### config.mk
export PLATFORM = sky130hd
export DESIGN_NAME = odc_param_decoder
export DESIGN_NICKNAME = d
export VERILOG_FILES = /design/src/rtl/odc_pkg.sv /design/src/rtl/odc_byte_if.sv /design/src/rtl/odc_axil_slave.sv /design/src/rtl/odc_param_decoder.sv
export SDC_FILE = /design/constraint.sdc
export NUM_CORES = 1
export LEC_CHECK = 0
export ABC_AREA = 1
export BUFFER_PORTS_ARGS = -buffer_cell sky130_fd_sc_hd__clkbuf_2
export CAP_MARGIN = 30
export CORE_MARGIN = 10
export CORE_UTILIZATION = 45
export DETAILED_ROUTE_END_ITERATION = 8
export PLACE_DENSITY = 0.76
export SLEW_MARGIN = 0
export SYNTH_ARGS = -nofsm -noshare
export SYNTH_HDL_FRONTEND = slang
export SYNTH_HIERARCHICAL = 1
export SYNTH_SLANG_ARGS = --single-unit
### constraint.sdc
create_clock -name aclk -period 4.01 [get_ports aclk]
set_input_delay 0.802 -clock aclk [delete_from_list [all_inputs] [get_ports aclk]]
set_output_delay 0.802 -clock aclk [all_outputs]
set_load 0.01 [all_outputs]
### src/rtl/odc_pkg.sv
package odc_pkg;
  // register byte offsets (block-own map)
  localparam logic [7:0] REG_BYTE = 8'h00;   // write: byte in, bit 8 = data/command select
  localparam logic [7:0] REG_CTRL = 8'h04;   // contrast, page, offset readback
  localparam logic [7:0] REG_MODE = 8'h08;   // mode flags readback
  localparam logic [7:0] REG_STAT = 8'h0C;   // decoder status
  localparam int DC_BIT = 8;                 // data/command select position in REG_BYTE
  // opcodes
  localparam logic [7:0] OP_CONTRAST = 8'h81;
  localparam logic [6:0] OP_ENTIRE = 7'h52;  // 1010010x
  localparam logic [6:0] OP_INVERSE = 7'h53; // 1010011x
  localparam logic [7:0] OP_MUX = 8'hA8;
  localparam logic [6:0] OP_PANEL = 7'h57;   // 1010111x
  localparam logic [3:0] OP_PAGE = 4'hB;     // 1011xxxx
  localparam logic [3:0] OP_SCAN = 4'hC;     // 1100xxxx
  localparam logic [7:0] OP_OFFSET = 8'hD3;
  localparam logic [7:0] OP_PRECHG = 8'hD9;
  localparam logic [7:0] OP_PINCFG = 8'hDA;
  localparam logic [7:0] OP_RESVD = 8'hE2;
  localparam logic [7:0] OP_NOP = 8'hE3;
  // power-on defaults
  localparam logic [7:0] RST_CONTRAST = 8'h80;
  localparam logic [5:0] RST_MUX = 6'h3F;    // register value 63 means 64 rows
  localparam logic [5:0] RST_OFFSET = 6'h00;
  localparam logic [3:0] RST_PRECHG = 4'h2;
  localparam logic RST_ALT_PINS = 1'b1;
  localparam logic [5:0] MUX_MIN = 6'h0F;    // 16 rows
  // parameter-wait states, Gray along the path idle->wait
  typedef enum logic [1:0] {ODC_IDLE = 2'b00, ODC_WAIT = 2'b01} odc_state_e;
  typedef enum logic [2:0] {
    ODC_P_NONE = 3'h0, ODC_P_CONTRAST = 3'h1, ODC_P_MUX = 3'h2,
    ODC_P_OFFSET = 3'h3, ODC_P_PRECHG = 3'h4, ODC_P_PINCFG = 3'h5
  } odc_param_e;
endpackage

### src/rtl/odc_byte_if.sv
`timescale 1ns/100ps
// carries one byte from the bus slave to the decoder
interface odc_byte_if;
  logic valid;    // one-cycle pulse
  logic cmd_sel;  // low means command byte
  logic [7:0] data;
  modport src (output valid, output cmd_sel, output data);
  modport dst (input valid, input cmd_sel, input data);
endinterface

### src/rtl/odc_axil_slave.sv
`timescale 1ns/100ps
// axi4-lite slave: byte push on write, readback of settings
module odc_axil_slave (
  input wire logic aclk,
  input wire logic aresetn,
  input wire logic [7:0] s_awaddr,
  input wire logic s_awvalid,
  output logic s_awready,
  input wire logic [31:0] s_wdata,
  input wire logic [3:0] s_wstrb,
  input wire logic s_wvalid,
  output logic s_wready,
  output logic [1:0] s_bresp,
  output logic s_bvalid,
  input wire logic s_bready,
  input wire logic [7:0] s_araddr,
  input wire logic s_arvalid,
  output logic s_arready,
  output logic [31:0] s_rdata,
  output logic [1:0] s_rresp,
  output logic s_rvalid,
  input wire logic s_rready,
  input wire logic [31:0] rd_ctrl,
  input wire logic [31:0] rd_mode,
  input wire logic [31:0] rd_stat,
  odc_byte_if.src byte_out
);
  typedef struct packed {
    logic aw_have;
    logic [7:0] awaddr;
    logic w_have;
    logic [31:0] wdata;
    logic [3:0] wstrb;
    logic bvalid;
    logic [1:0] bresp;
    logic rvalid;
    logic [1:0] rresp;
    logic [31:0] rdata;
    logic push;
    logic push_sel;
    logic [7:0] push_data;
  } odc_axs_s;
  odc_axs_s st, next_st;

  assign s_awready = !st.aw_have && !st.bvalid;
  assign s_wready = !st.w_have && !st.bvalid;
  assign s_arready = !st.rvalid;
  assign s_bvalid = st.bvalid;
  assign s_bresp = st.bresp;
  assign s_rvalid = st.rvalid;
  assign s_rresp = st.rresp;
  assign s_rdata = st.rdata;
  assign byte_out.valid = st.push;
  assign byte_out.cmd_sel = st.push_sel;
  assign byte_out.data = st.push_data;

  // accept address and data in either order, answer after both
  always_comb begin
    next_st = st;
    next_st.push = 1'b0;
    if (s_awvalid && s_awready) begin
      next_st.aw_have = 1'b1;
      next_st.awaddr = s_awaddr;
    end
    if (s_wvalid && s_wready) begin
      next_st.w_have = 1'b1;
      next_st.wdata = s_wdata;
      next_st.wstrb = s_wstrb;
    end
    if (st.aw_have && st.w_have) begin
      next_st.aw_have = 1'b0;
      next_st.w_have = 1'b0;
      next_st.bvalid = 1'b1;
      if ({st.awaddr[7:2], 2'b00} == odc_pkg::REG_BYTE) begin
        next_st.bresp = 2'h0;
        // byte lanes 0 and 1 must both be written
        if (st.wstrb[1:0] == 2'h3) begin
          next_st.push = 1'b1;
          next_st.push_sel = st.wdata[odc_pkg::DC_BIT];
          next_st.push_data = st.wdata[7:0];
        end
      end else begin
        next_st.bresp = 2'h2;  // read-only or unmapped
      end
    end
    if (st.bvalid && s_bready) begin
      next_st.bvalid = 1'b0;
    end
    if (s_arvalid && s_arready) begin
      next_st.rvalid = 1'b1;
      next_st.rresp = 2'h0;
      case ({s_araddr[7:2], 2'b00})
        odc_pkg::REG_BYTE: next_st.rdata = 32'h0000_0000;
        odc_pkg::REG_CTRL: next_st.rdata = rd_ctrl;
        odc_pkg::REG_MODE: next_st.rdata = rd_mode;
        odc_pkg::REG_STAT: next_st.rdata = rd_stat;
        default: begin
          next_st.rdata = 32'h0000_0000;
          next_st.rresp = 2'h2;
        end
      endcase
    end else if (st.rvalid && s_rready) begin
      next_st.rvalid = 1'b0;
    end
  end

  // state register with synchronous reset
  always_ff @(posedge aclk) begin
    if (!aresetn) begin
      st <= '0;
    end else begin
      st <= next_st;
    end
  end
endmodule

### src/rtl/odc_param_decoder.sv
`timescale 1ns/100ps
// What this block does
// - 0x81 then contrast byte, default 80h
// - contrast drive rises with value while panel is on, zero while off
// - 1010010x forces all pixels on
// - 1010011x inverts pixel polarity
// - 0xA8 then six-bit mux ratio, 16-64
// - 1010111x switches panel, off at reset
// - 1011xxxx loads page address 0-7
// - 1100 bit3 reverses row scan direction
// - 0xD3 then six-bit vertical offset, reset 0
// - 0xD9 then pre-charge in upper nibble
// - 0xDA parameter bit4 picks row-pin layout
// - 0xE3 is no-operation
// - reset loads all documented defaults
module odc_param_decoder (
  input wire logic aclk,
  input wire logic aresetn,
  input wire logic [7:0] s_awaddr,
  input wire logic s_awvalid,
  output logic s_awready,
  input wire logic [31:0] s_wdata,
  input wire logic [3:0] s_wstrb,
  input wire logic s_wvalid,
  output logic s_wready,
  output logic [1:0] s_bresp,
  output logic s_bvalid,
  input wire logic s_bready,
  input wire logic [7:0] s_araddr,
  input wire logic s_arvalid,
  output logic s_arready,
  output logic [31:0] s_rdata,
  output logic [1:0] s_rresp,
  output logic s_rvalid,
  input wire logic s_rready,
  output logic [7:0] contrast_level,
  output logic [7:0] drive_level,
  output logic entire_on,
  output logic inverse,
  output logic [5:0] mux_ratio,
  output logic panel_on,
  output logic [3:0] page_addr,
  output logic scan_reversed,
  output logic [5:0] row_offset,
  output logic [3:0] precharge_ticks,
  output logic alt_row_pins,
  output logic [7:0] display_data,
  output logic display_data_valid
);
  // bytes arrive over the register bus: select low marks a command,
  // select high marks display data, which passes straight out.
  // a two-byte opcode parks the decoder in the wait state, so the next
  // command byte is read as its parameter whatever its value.
  // all decoder state
  typedef struct packed {
    odc_pkg::odc_state_e state;   // waiting for parameter or not
    odc_pkg::odc_param_e pend;    // which parameter is due
    logic [7:0] contrast;
    logic entire;
    logic inv;
    logic [5:0] mux;
    logic panel;
    logic [3:0] page;
    logic scan_rev;
    logic [5:0] offset;
    logic [3:0] prechg;
    logic alt_pins;
    logic [7:0] ddata;
    logic dvalid;
    logic [7:0] drive;            // panel drive level, zero while off
    logic [7:0] cmd_count;        // commands taken, wraps
    logic [7:0] last_cmd;
    logic bad_param;              // sticky: parameter out of range
  } odc_dec_s;
  odc_dec_s st, next_st;
  odc_byte_if bif ();
  logic [31:0] rd_ctrl;
  logic [31:0] rd_mode;
  logic [31:0] rd_stat;
  logic cmd_in;        // command byte strobe
  logic data_in;       // display data byte strobe
  logic param_due;     // a parameter byte is expected next
  logic [7:0] b;       // byte on the carrier

  // register bus slave feeding bytes in
  odc_axil_slave u_bus (
    .aclk(aclk),
    .aresetn(aresetn),
    .s_awaddr(s_awaddr),
    .s_awvalid(s_awvalid),
    .s_awready(s_awready),
    .s_wdata(s_wdata),
    .s_wstrb(s_wstrb),
    .s_wvalid(s_wvalid),
    .s_wready(s_wready),
    .s_bresp(s_bresp),
    .s_bvalid(s_bvalid),
    .s_bready(s_bready),
    .s_araddr(s_araddr),
    .s_arvalid(s_arvalid),
    .s_arready(s_arready),
    .s_rdata(s_rdata),
    .s_rresp(s_rresp),
    .s_rvalid(s_rvalid),
    .s_rready(s_rready),
    .rd_ctrl(rd_ctrl),
    .rd_mode(rd_mode),
    .rd_stat(rd_stat),
    .byte_out(bif.src)
  );

  // readback words, one field per line so the bit map reads off directly
  // control word: offset, page and contrast
  assign rd_ctrl = {
    2'h0,
    st.offset,     // [29:24]
    4'h0,
    st.page,       // [19:16]
    8'h00,
    st.contrast    // [7:0]
  };
  // mode word: flags, mux ratio and pre-charge length
  assign rd_mode = {
    17'h0,
    st.prechg,     // [14:11]
    st.mux,        // [10:5]
    st.alt_pins,   // [4]
    st.scan_rev,   // [3]
    st.panel,      // [2]
    st.inv,        // [1]
    st.entire      // [0]
  };
  // status word: sticky range error, wait flag, last command, command count
  assign param_due = st.state == odc_pkg::ODC_WAIT;
  assign rd_stat = {
    14'h0,
    st.bad_param,  // [17]
    param_due,     // [16]
    st.last_cmd,   // [15:8]
    st.cmd_count   // [7:0]
  };

  // command byte when select is low
  assign cmd_in = bif.valid && !bif.cmd_sel;
  // data byte when select is high
  assign data_in = bif.valid && bif.cmd_sel;
  assign b = bif.data;

  // outputs straight from state flops
  // every setting output is a flop, so the panel side never sees a glitch
  assign contrast_level = st.contrast;
  // drive level has its own flop so a panel switch cannot glitch it
  assign drive_level = st.drive;
  assign entire_on = st.entire;
  assign inverse = st.inv;
  assign mux_ratio = st.mux;
  assign panel_on = st.panel;
  assign page_addr = st.page;
  assign scan_reversed = st.scan_rev;
  assign row_offset = st.offset;
  assign precharge_ticks = st.prechg;
  assign alt_row_pins = st.alt_pins;
  assign display_data = st.ddata;
  assign display_data_valid = st.dvalid;

  // byte decode
  always_comb begin
    next_st = st;
    next_st.dvalid = 1'b0;
    if (data_in) begin
      // display data passes straight on
      next_st.ddata = b;
      next_st.dvalid = 1'b1;
    end else if (cmd_in) begin
      // every command byte is counted and remembered for the status word
      next_st.cmd_count = st.cmd_count + 8'h01;
      next_st.last_cmd = b;
      if (st.state == odc_pkg::ODC_WAIT) begin
        // parameter byte, never a new opcode
        next_st.state = odc_pkg::ODC_IDLE;
        next_st.pend = odc_pkg::ODC_P_NONE;
        case (st.pend)
          odc_pkg::ODC_P_CONTRAST: next_st.contrast = b;
          odc_pkg::ODC_P_MUX: begin
            // ratio is held as rows minus one
            if (b[5:0] >= odc_pkg::MUX_MIN) begin
              next_st.mux = b[5:0];
            end else begin
              // fewer than sixteen rows: keep the old ratio, flag it
              next_st.bad_param = 1'b1;
            end
          end
          odc_pkg::ODC_P_OFFSET: next_st.offset = b[5:0];
          odc_pkg::ODC_P_PRECHG: next_st.prechg = b[7:4];
          odc_pkg::ODC_P_PINCFG: next_st.alt_pins = b[4];
          default: next_st.bad_param = st.bad_param;
        endcase
      end else begin
        // opcode byte: a two-byte opcode arms the wait state
        case (b)
          odc_pkg::OP_CONTRAST: begin
            next_st.state = odc_pkg::ODC_WAIT;
            next_st.pend = odc_pkg::ODC_P_CONTRAST;
          end
          odc_pkg::OP_MUX: begin
            next_st.state = odc_pkg::ODC_WAIT;
            next_st.pend = odc_pkg::ODC_P_MUX;
          end
          odc_pkg::OP_OFFSET: begin
            next_st.state = odc_pkg::ODC_WAIT;
            next_st.pend = odc_pkg::ODC_P_OFFSET;
          end
          odc_pkg::OP_PRECHG: begin
            next_st.state = odc_pkg::ODC_WAIT;
            next_st.pend = odc_pkg::ODC_P_PRECHG;
          end
          odc_pkg::OP_PINCFG: begin
            next_st.state = odc_pkg::ODC_WAIT;
            next_st.pend = odc_pkg::ODC_P_PINCFG;
          end
          // reserved and no-op codes touch no setting and stay idle
          odc_pkg::OP_RESVD: next_st.state = odc_pkg::ODC_IDLE;
          odc_pkg::OP_NOP: next_st.state = odc_pkg::ODC_IDLE;
          default: begin
            // single-byte opcodes
            if (b[7:1] == odc_pkg::OP_ENTIRE) begin
              next_st.entire = b[0];
            end else if (b[7:1] == odc_pkg::OP_INVERSE) begin
              next_st.inv = b[0];
            end else if (b[7:1] == odc_pkg::OP_PANEL) begin
              next_st.panel = b[0];
            end else if (b[7:4] == odc_pkg::OP_PAGE) begin
              next_st.page = {1'b0, b[2:0]};
            end else if (b[7:4] == odc_pkg::OP_SCAN) begin
              next_st.scan_rev = b[3];
            end
          end
        endcase
      end
    end
    // drive follows contrast only while the panel is lit
    next_st.drive = next_st.panel ? next_st.contrast : 8'h00;
  end

  // state register, defaults on reset
  always_ff @(posedge aclk) begin
    if (!aresetn) begin
      st <= '0;
      st.state <= odc_pkg::ODC_IDLE;
      st.pend <= odc_pkg::ODC_P_NONE;
      st.contrast <= odc_pkg::RST_CONTRAST;
      st.mux <= odc_pkg::RST_MUX;
      st.offset <= odc_pkg::RST_OFFSET;
      st.prechg <= odc_pkg::RST_PRECHG;
      st.alt_pins <= odc_pkg::RST_ALT_PINS;
      // page, flags, drive, data and status fields stay at zero
    end else begin
      st <= next_st;
    end
  end

  // checks on parameter loads
  AST_CONTRAST: assert property (@(posedge aclk) disable iff (!aresetn)
    cmd_in && param_due && st.pend == odc_pkg::ODC_P_CONTRAST
    |=> contrast_level == $past(b)) else $error("contrast not loaded");
  AST_MUX_LOAD: assert property (@(posedge aclk) disable iff (!aresetn)
    cmd_in && param_due && st.pend == odc_pkg::ODC_P_MUX
    |=> mux_ratio == ($past(b[5:0]) >= odc_pkg::MUX_MIN ? $past(b[5:0]) : $past(mux_ratio)))
    else $error("mux ratio not loaded");
  AST_OFFSET: assert property (@(posedge aclk) disable iff (!aresetn)
    cmd_in && param_due && st.pend == odc_pkg::ODC_P_OFFSET |=> row_offset == $past(b[5:0]))
    else $error("offset not loaded");
  AST_PRECHG: assert property (@(posedge aclk) disable iff (!aresetn)
    cmd_in && param_due && st.pend == odc_pkg::ODC_P_PRECHG |=> precharge_ticks == $past(b[7:4]))
    else $error("pre-charge not loaded");
  AST_PINCFG: assert property (@(posedge aclk) disable iff (!aresetn)
    cmd_in && param_due && st.pend == odc_pkg::ODC_P_PINCFG |=> alt_row_pins == $past(b[4]))
    else $error("pin layout not loaded");
  AST_ARM: assert property (@(posedge aclk) disable iff (!aresetn)
    cmd_in && !param_due && (b == odc_pkg::OP_CONTRAST || b == odc_pkg::OP_MUX || b == odc_pkg::OP_OFFSET
      || b == odc_pkg::OP_PRECHG || b == odc_pkg::OP_PINCFG) |=> param_due)
    else $error("two-byte opcode did not wait");

  // checks on single-byte opcodes, drive and no-op
  AST_DRIVE: assert property (@(posedge aclk) disable iff (!aresetn)
    panel_on && $stable(panel_on) && contrast_level > $past(contrast_level) |-> drive_level > $past(drive_level))
    else $error("drive not monotonic");
  AST_ENTIRE: assert property (@(posedge aclk) disable iff (!aresetn)
    cmd_in && st.state == odc_pkg::ODC_IDLE && b[7:1] == odc_pkg::OP_ENTIRE |=> entire_on == $past(b[0]))
    else $error("entire-on wrong");
  AST_INVERSE: assert property (@(posedge aclk) disable iff (!aresetn)
    cmd_in && st.state == odc_pkg::ODC_IDLE && b[7:1] == odc_pkg::OP_INVERSE |=> inverse == $past(b[0]))
    else $error("inverse wrong");
  AST_PANEL: assert property (@(posedge aclk) disable iff (!aresetn)
    cmd_in && st.state == odc_pkg::ODC_IDLE && b[7:1] == odc_pkg::OP_PANEL |=> panel_on == $past(b[0]))
    else $error("panel wrong");
  AST_PAGE: assert property (@(posedge aclk) disable iff (!aresetn)
    cmd_in && st.state == odc_pkg::ODC_IDLE && b[7:4] == odc_pkg::OP_PAGE |=> page_addr == {1'b0, $past(b[2:0])})
    else $error("page wrong");
  AST_SCAN: assert property (@(posedge aclk) disable iff (!aresetn)
    cmd_in && st.state == odc_pkg::ODC_IDLE && b[7:4] == odc_pkg::OP_SCAN |=> scan_reversed == $past(b[3]))
    else $error("scan wrong");
  AST_MUX_RANGE: assert property (@(posedge aclk) disable iff (!aresetn)
    mux_ratio >= odc_pkg::MUX_MIN) else $error("mux out of range");
  AST_NOP: assert property (@(posedge aclk) disable iff (!aresetn)
    cmd_in && st.state == odc_pkg::ODC_IDLE && (b == odc_pkg::OP_NOP || b == odc_pkg::OP_RESVD)
    |=> $stable(rd_ctrl) && $stable(rd_mode)) else $error("nop changed setting");
  AST_PARAM: assert property (@(posedge aclk) disable iff (!aresetn)
    cmd_in && st.state == odc_pkg::ODC_WAIT |=> st.state == odc_pkg::ODC_IDLE && $stable(panel_on) && $stable(page_addr))
    else $error("parameter taken as opcode");

  // checks on reset, data pass-through and sticky state
  AST_RESET: assert property (@(posedge aclk)
    !aresetn |=> contrast_level == odc_pkg::RST_CONTRAST && mux_ratio == odc_pkg::RST_MUX
      && alt_row_pins == odc_pkg::RST_ALT_PINS && !panel_on && precharge_ticks == odc_pkg::RST_PRECHG)
    else $error("defaults not loaded");
  AST_RESET_REST: assert property (@(posedge aclk)
    !aresetn |=> !param_due && !entire_on && !inverse && !scan_reversed && row_offset == odc_pkg::RST_OFFSET)
    else $error("cleared settings not loaded");
  AST_DATA: assert property (@(posedge aclk) disable iff (!aresetn)
    data_in |=> display_data_valid && display_data == $past(b) && $stable(param_due) && $stable(st.pend)
      && $stable(rd_ctrl) && $stable(rd_mode))
    else $error("data byte disturbed decoder");
  AST_DRIVE_OFF: assert property (@(posedge aclk) disable iff (!aresetn)
    !panel_on |-> drive_level == 8'h00)
    else $error("drive while panel off");
  AST_BAD_STICKY: assert property (@(posedge aclk) disable iff (!aresetn)
    st.bad_param |=> st.bad_param)
    else $error("range flag lost");
  AST_RESVD: assert property (@(posedge aclk) disable iff (!aresetn)
    cmd_in && !param_due && b == odc_pkg::OP_RESVD |=> !param_due && $stable(rd_ctrl) && $stable(rd_mode))
    else $error("reserved code changed state");

  // scenario covers
  COV_CONTRAST: cover property (@(posedge aclk) disable iff (!aresetn)
    st.pend == odc_pkg::ODC_P_CONTRAST ##1 st.state == odc_pkg::ODC_IDLE);
  COV_PANEL_ON: cover property (@(posedge aclk) disable iff (!aresetn) $rose(panel_on));
  COV_DATA: cover property (@(posedge aclk) disable iff (!aresetn) display_data_valid);
  COV_BAD: cover property (@(posedge aclk) disable iff (!aresetn) $rose(st.bad_param));
  COV_RESVD: cover property (@(posedge aclk) disable iff (!aresetn)
    cmd_in && !param_due && b == odc_pkg::OP_RESVD);
endmodule

==> impl_metrics.json <==
{
  "ctsHoldBuffers": 0,
  "final_nets": 1023,
  "crit_buf_inv": 3,
  "insertion_delay_ns": 0.43,
  "synth_most_common_cell": "nand2_1",
  "port_buffers": 117,
  "worst_slew_pin_slew_ns": 0.998,
  "critical_path_class": "in -> reg",
  "initial_core_util_pct": 46.3,
  "status": "finished clean",
  "n_antenna_cell": 0,
  "power_density_mw_per_mm2": 415,
  "crit_fanout": 21,
  "drt_iter0_drc": 464,
  "numCtsBuffers": 17,
  "clkTransAtPathRegs_ns": 0.06,
  "slew_violations": 0,
  "yosysSeqAreaShare_pct": 39.9,
  "synth_area_sq_mm": 0.00678,
  "worstHoldStart": "u_bus/st[89]",
  "finalSetupViolCount": 0,
  "htreeDepth": 4,
  "final_antenna_net_count": 0,
  "synth.largest_area_cell": "dfxtp_1",
  "core-area_sq_mm": 0.0146,
  "io_pins": 150,
  "chipWidth_um": 143,
  "syn_inst": 913,
  "max-slew-margin-rel_pct": 33.4,
  "cts_tree": "done",
  "vdd_ir_drop_max_uv": 322,
  "r2r-start": "u_bus/byte_out.valid",
  "post-route-cell-area_sq_mm": 0.00750,
  "postLayoutCoreUtil_pct": 51.2,
  "crit_path_end_kind": "register",
  "crit_chain": "clkbuf_2 -> inv_2 -> nor2_2 -> buf_4 -> nand4_1 -> nand3_1 -> nand2_1 -> a21oi_1",
  "wl_per_cell_um": 14.9,
  "holdWs_ns": 0.445,
  "ys.flop_type": "dfxtp_1",
  "fin_setup_tns_ns": 0,
  "hold_class": "reg -> reg",
  "cap_violations": 0,
  "avgSynthCellArea_sq_um": 7.43,
  "gr-total-overflow": 0,
  "min_period_ns": 2.02,
  "worst_r2r_path_depth": 9,
  "power_mw": 3.11,
  "via_count": 5886,
  "drc": 0,
  "arrival_ns": 2.37,
  "clock_skew_ns": 0.00583,
  "cts_setup_buffers": 0,
  "die_h_um": 143,
  "cpPeakStageDelay_ns": 0.72,
  "rsz0062_at_grt": "false",
  "min_to": "u_bus/st[89]",
  "timing.final.crit_share_pct": 50.5,
  "cellLeakagePower_nw": 3.36,
  "cp_top_family": "simple AND/OR/NAND/NOR gates",
  "drive_above_1_share_pct": 21.9,
  "grt_usage_pct": 16.9,
  "place_area_sq_mm": 0.00691,
  "r2r-end": "mux_ratio[4]",
  "crit_path_top_delay_cell": "nor2_2",
  "synth_common_cells": "140 x nand2_1, 135 x dfxtp_1, 134 x nor2_1, 90 x buf_4, 85 x nand4_1",
  "hold_depth": 2,
  "hpwl_um": 12000,
  "die_area_sq_mm": 0.0204,
  "finalHoldViolCount": 0,
  "critPathRequiredTime_ns": 4.36,
  "setup.worst_path.start_class": "primary input",
  "routabilityCongestion": 0.855,
  "ys_types": 37,
  "clockBufferDepth": 2,
  "cts_resized": 0,
  "clock_sinks": 135,
  "netlist_top_cells_area": "dfxtp_1 40%, buf_4 10%, nand4_1 7.8%, nand2_1 7.8%, nor2_1 7.4%",
  "ff2ff_setup_slack_ns": 2.00,
  "timing.fmax_mhz": 494,
  "grt_pass1_wl_um": 27700,
  "ys_ff_latch": 135,
  "synth_warnings": 6,
  "cts_root_buf": "clkbuf_16",
  "totalWireLength_um": 17300,
  "synth_top_area_share_pct": 39.9,
  "ys_async_sr_fraction_pct": 0,
  "grt_pass1_vias": 5323,
  "rows": 44,
  "area_growth_pct": 10.6,
  "synth_edf_count": 0,
  "grt_start_max_net_pins": 81,
  "vias_per_cell": 5.07,
  "dr.pass1.iters": 5,
  "antenna_found_initial": 0
}
worst max-delay path by stage:
| stage | startpoint | to | slack, ns | cells past startpoint |
|---|---|---|---|---|
| 4_1_cts | u_bus/byte_out.valid | mux_ratio[4] | 2.00 | 9 |
| 3_3_place_gp | s_araddr[2] | u_bus/s_rdata[25] | 1.63 | 8 |
| 2_1_floorplan | s_araddr[5] | u_bus/s_rdata[5] | 2.32 | 8 |
| 5_1_grt | u_bus/byte_out.valid | mux_ratio[5] | 1.75 | 9 |
| 6_report | s_araddr[2] | u_bus/s_rdata[18] | 1.99 | 8 |
| 3_5_place_dp | s_araddr[2] | u_bus/s_rdata[18] | 1.61 | 8 |
where the power goes:
| group | switching (mW) | internal (mW) |
|---|---|---|
| clock | 0.608 | 0.933 |
| sequential | 0.0147 | 1.37 |
| combinational | 0.137 | 0.0501 |
| total | 0.760 | 2.35 |
layer usage:
layer,vias up,global-route usage (%),routed length [um]
met4,0,5.92,231
li1,3035,-,-
met3,17,4.74,1300
met5,-,0,0
met1,2654,21.7,7720
met2,180,26.5,8010
registers in the layout, summed over array words and instances (netlist names), 8 cells and up:
register             count
display_data             8
rd_stat                 17
contrast_level           8
u_bus/st                19
u_bus/s_rdata           32
drive_level              8
u_bus/byte_out.data      8
area by class of cell:
class / count / area, sq um
Clock inverter: 14 / 150
Clock buffer: 18 / 439
Fill cell: 1464 / 7150
Timing Repair Buffer: 124 / 638
Multi-Input combinational cell: 634 / 3140
Inverter: 51 / 194
Sequential cell: 135 / 2700
Tap cell: 184 / 230
cells in the final DEF, fill, tap and decap left out, types with 2 or more instances in the layout:
master,netlist,layout
inv_1,36,36
inv_6,0,2
clkinvlp_4,0,3
a211oi_1,3,3
a21oi_1,71,71
nor2_4,3,3
nand2_1,140,140
o211ai_2,4,4
nand3_1,38,38
clkbuf_2,0,117
o21ai_0,35,35
nor3_1,3,3
nand2_2,2,2
a31oi_1,3,3
a21oi_2,10,10
nand3_2,8,8
bufinv_16,0,2
o21a_1,2,2
inv_2,12,12
o21ai_1,23,23
nand4_1,85,85
nor2_2,3,3
nand2_4,10,10
clkinv_4,0,4
clkinv_2,0,3
nor3_2,2,2
clkinv_1,2,2
dfxtp_1,135,135
conb_1,2,49
nor2_1,134,134
clkbuf_16,0,17
buf_4,90,7
kinds of logic (layout without fill, tap and decap cells):
group	Yosys count	in the layout	share of synthesized area, %
flops	135	135	39.9
fa+ha+maj	1	1	0.185
simple gates	432	432	30.9
other cells	2	49	0.111
buf+inv	191	207	16.4
compound gates	152	152	12.5
per-stage QoR:
step	instances	worst slack [ns]
detailed placement	1128	1.61
finish	1160	1.99
global placement	1128	1.63
floorplan	960	2.32
global route	1160	1.75
CTS	1160	2.00
worst reg2reg max path: stages, from the launching register on:
cell and delay [ns]:
dfxtp_1 0.32, inv_1 0.06, nor2_4 0.50, inv_4 0.18
nor3_4 0.18, nand2_1 0.07, nor2_1 0.09, inv_1 0.21
a21oi_1 0.20, o21ai_1 0.08
No activity file was read; power rests on OpenSTA's default activity.
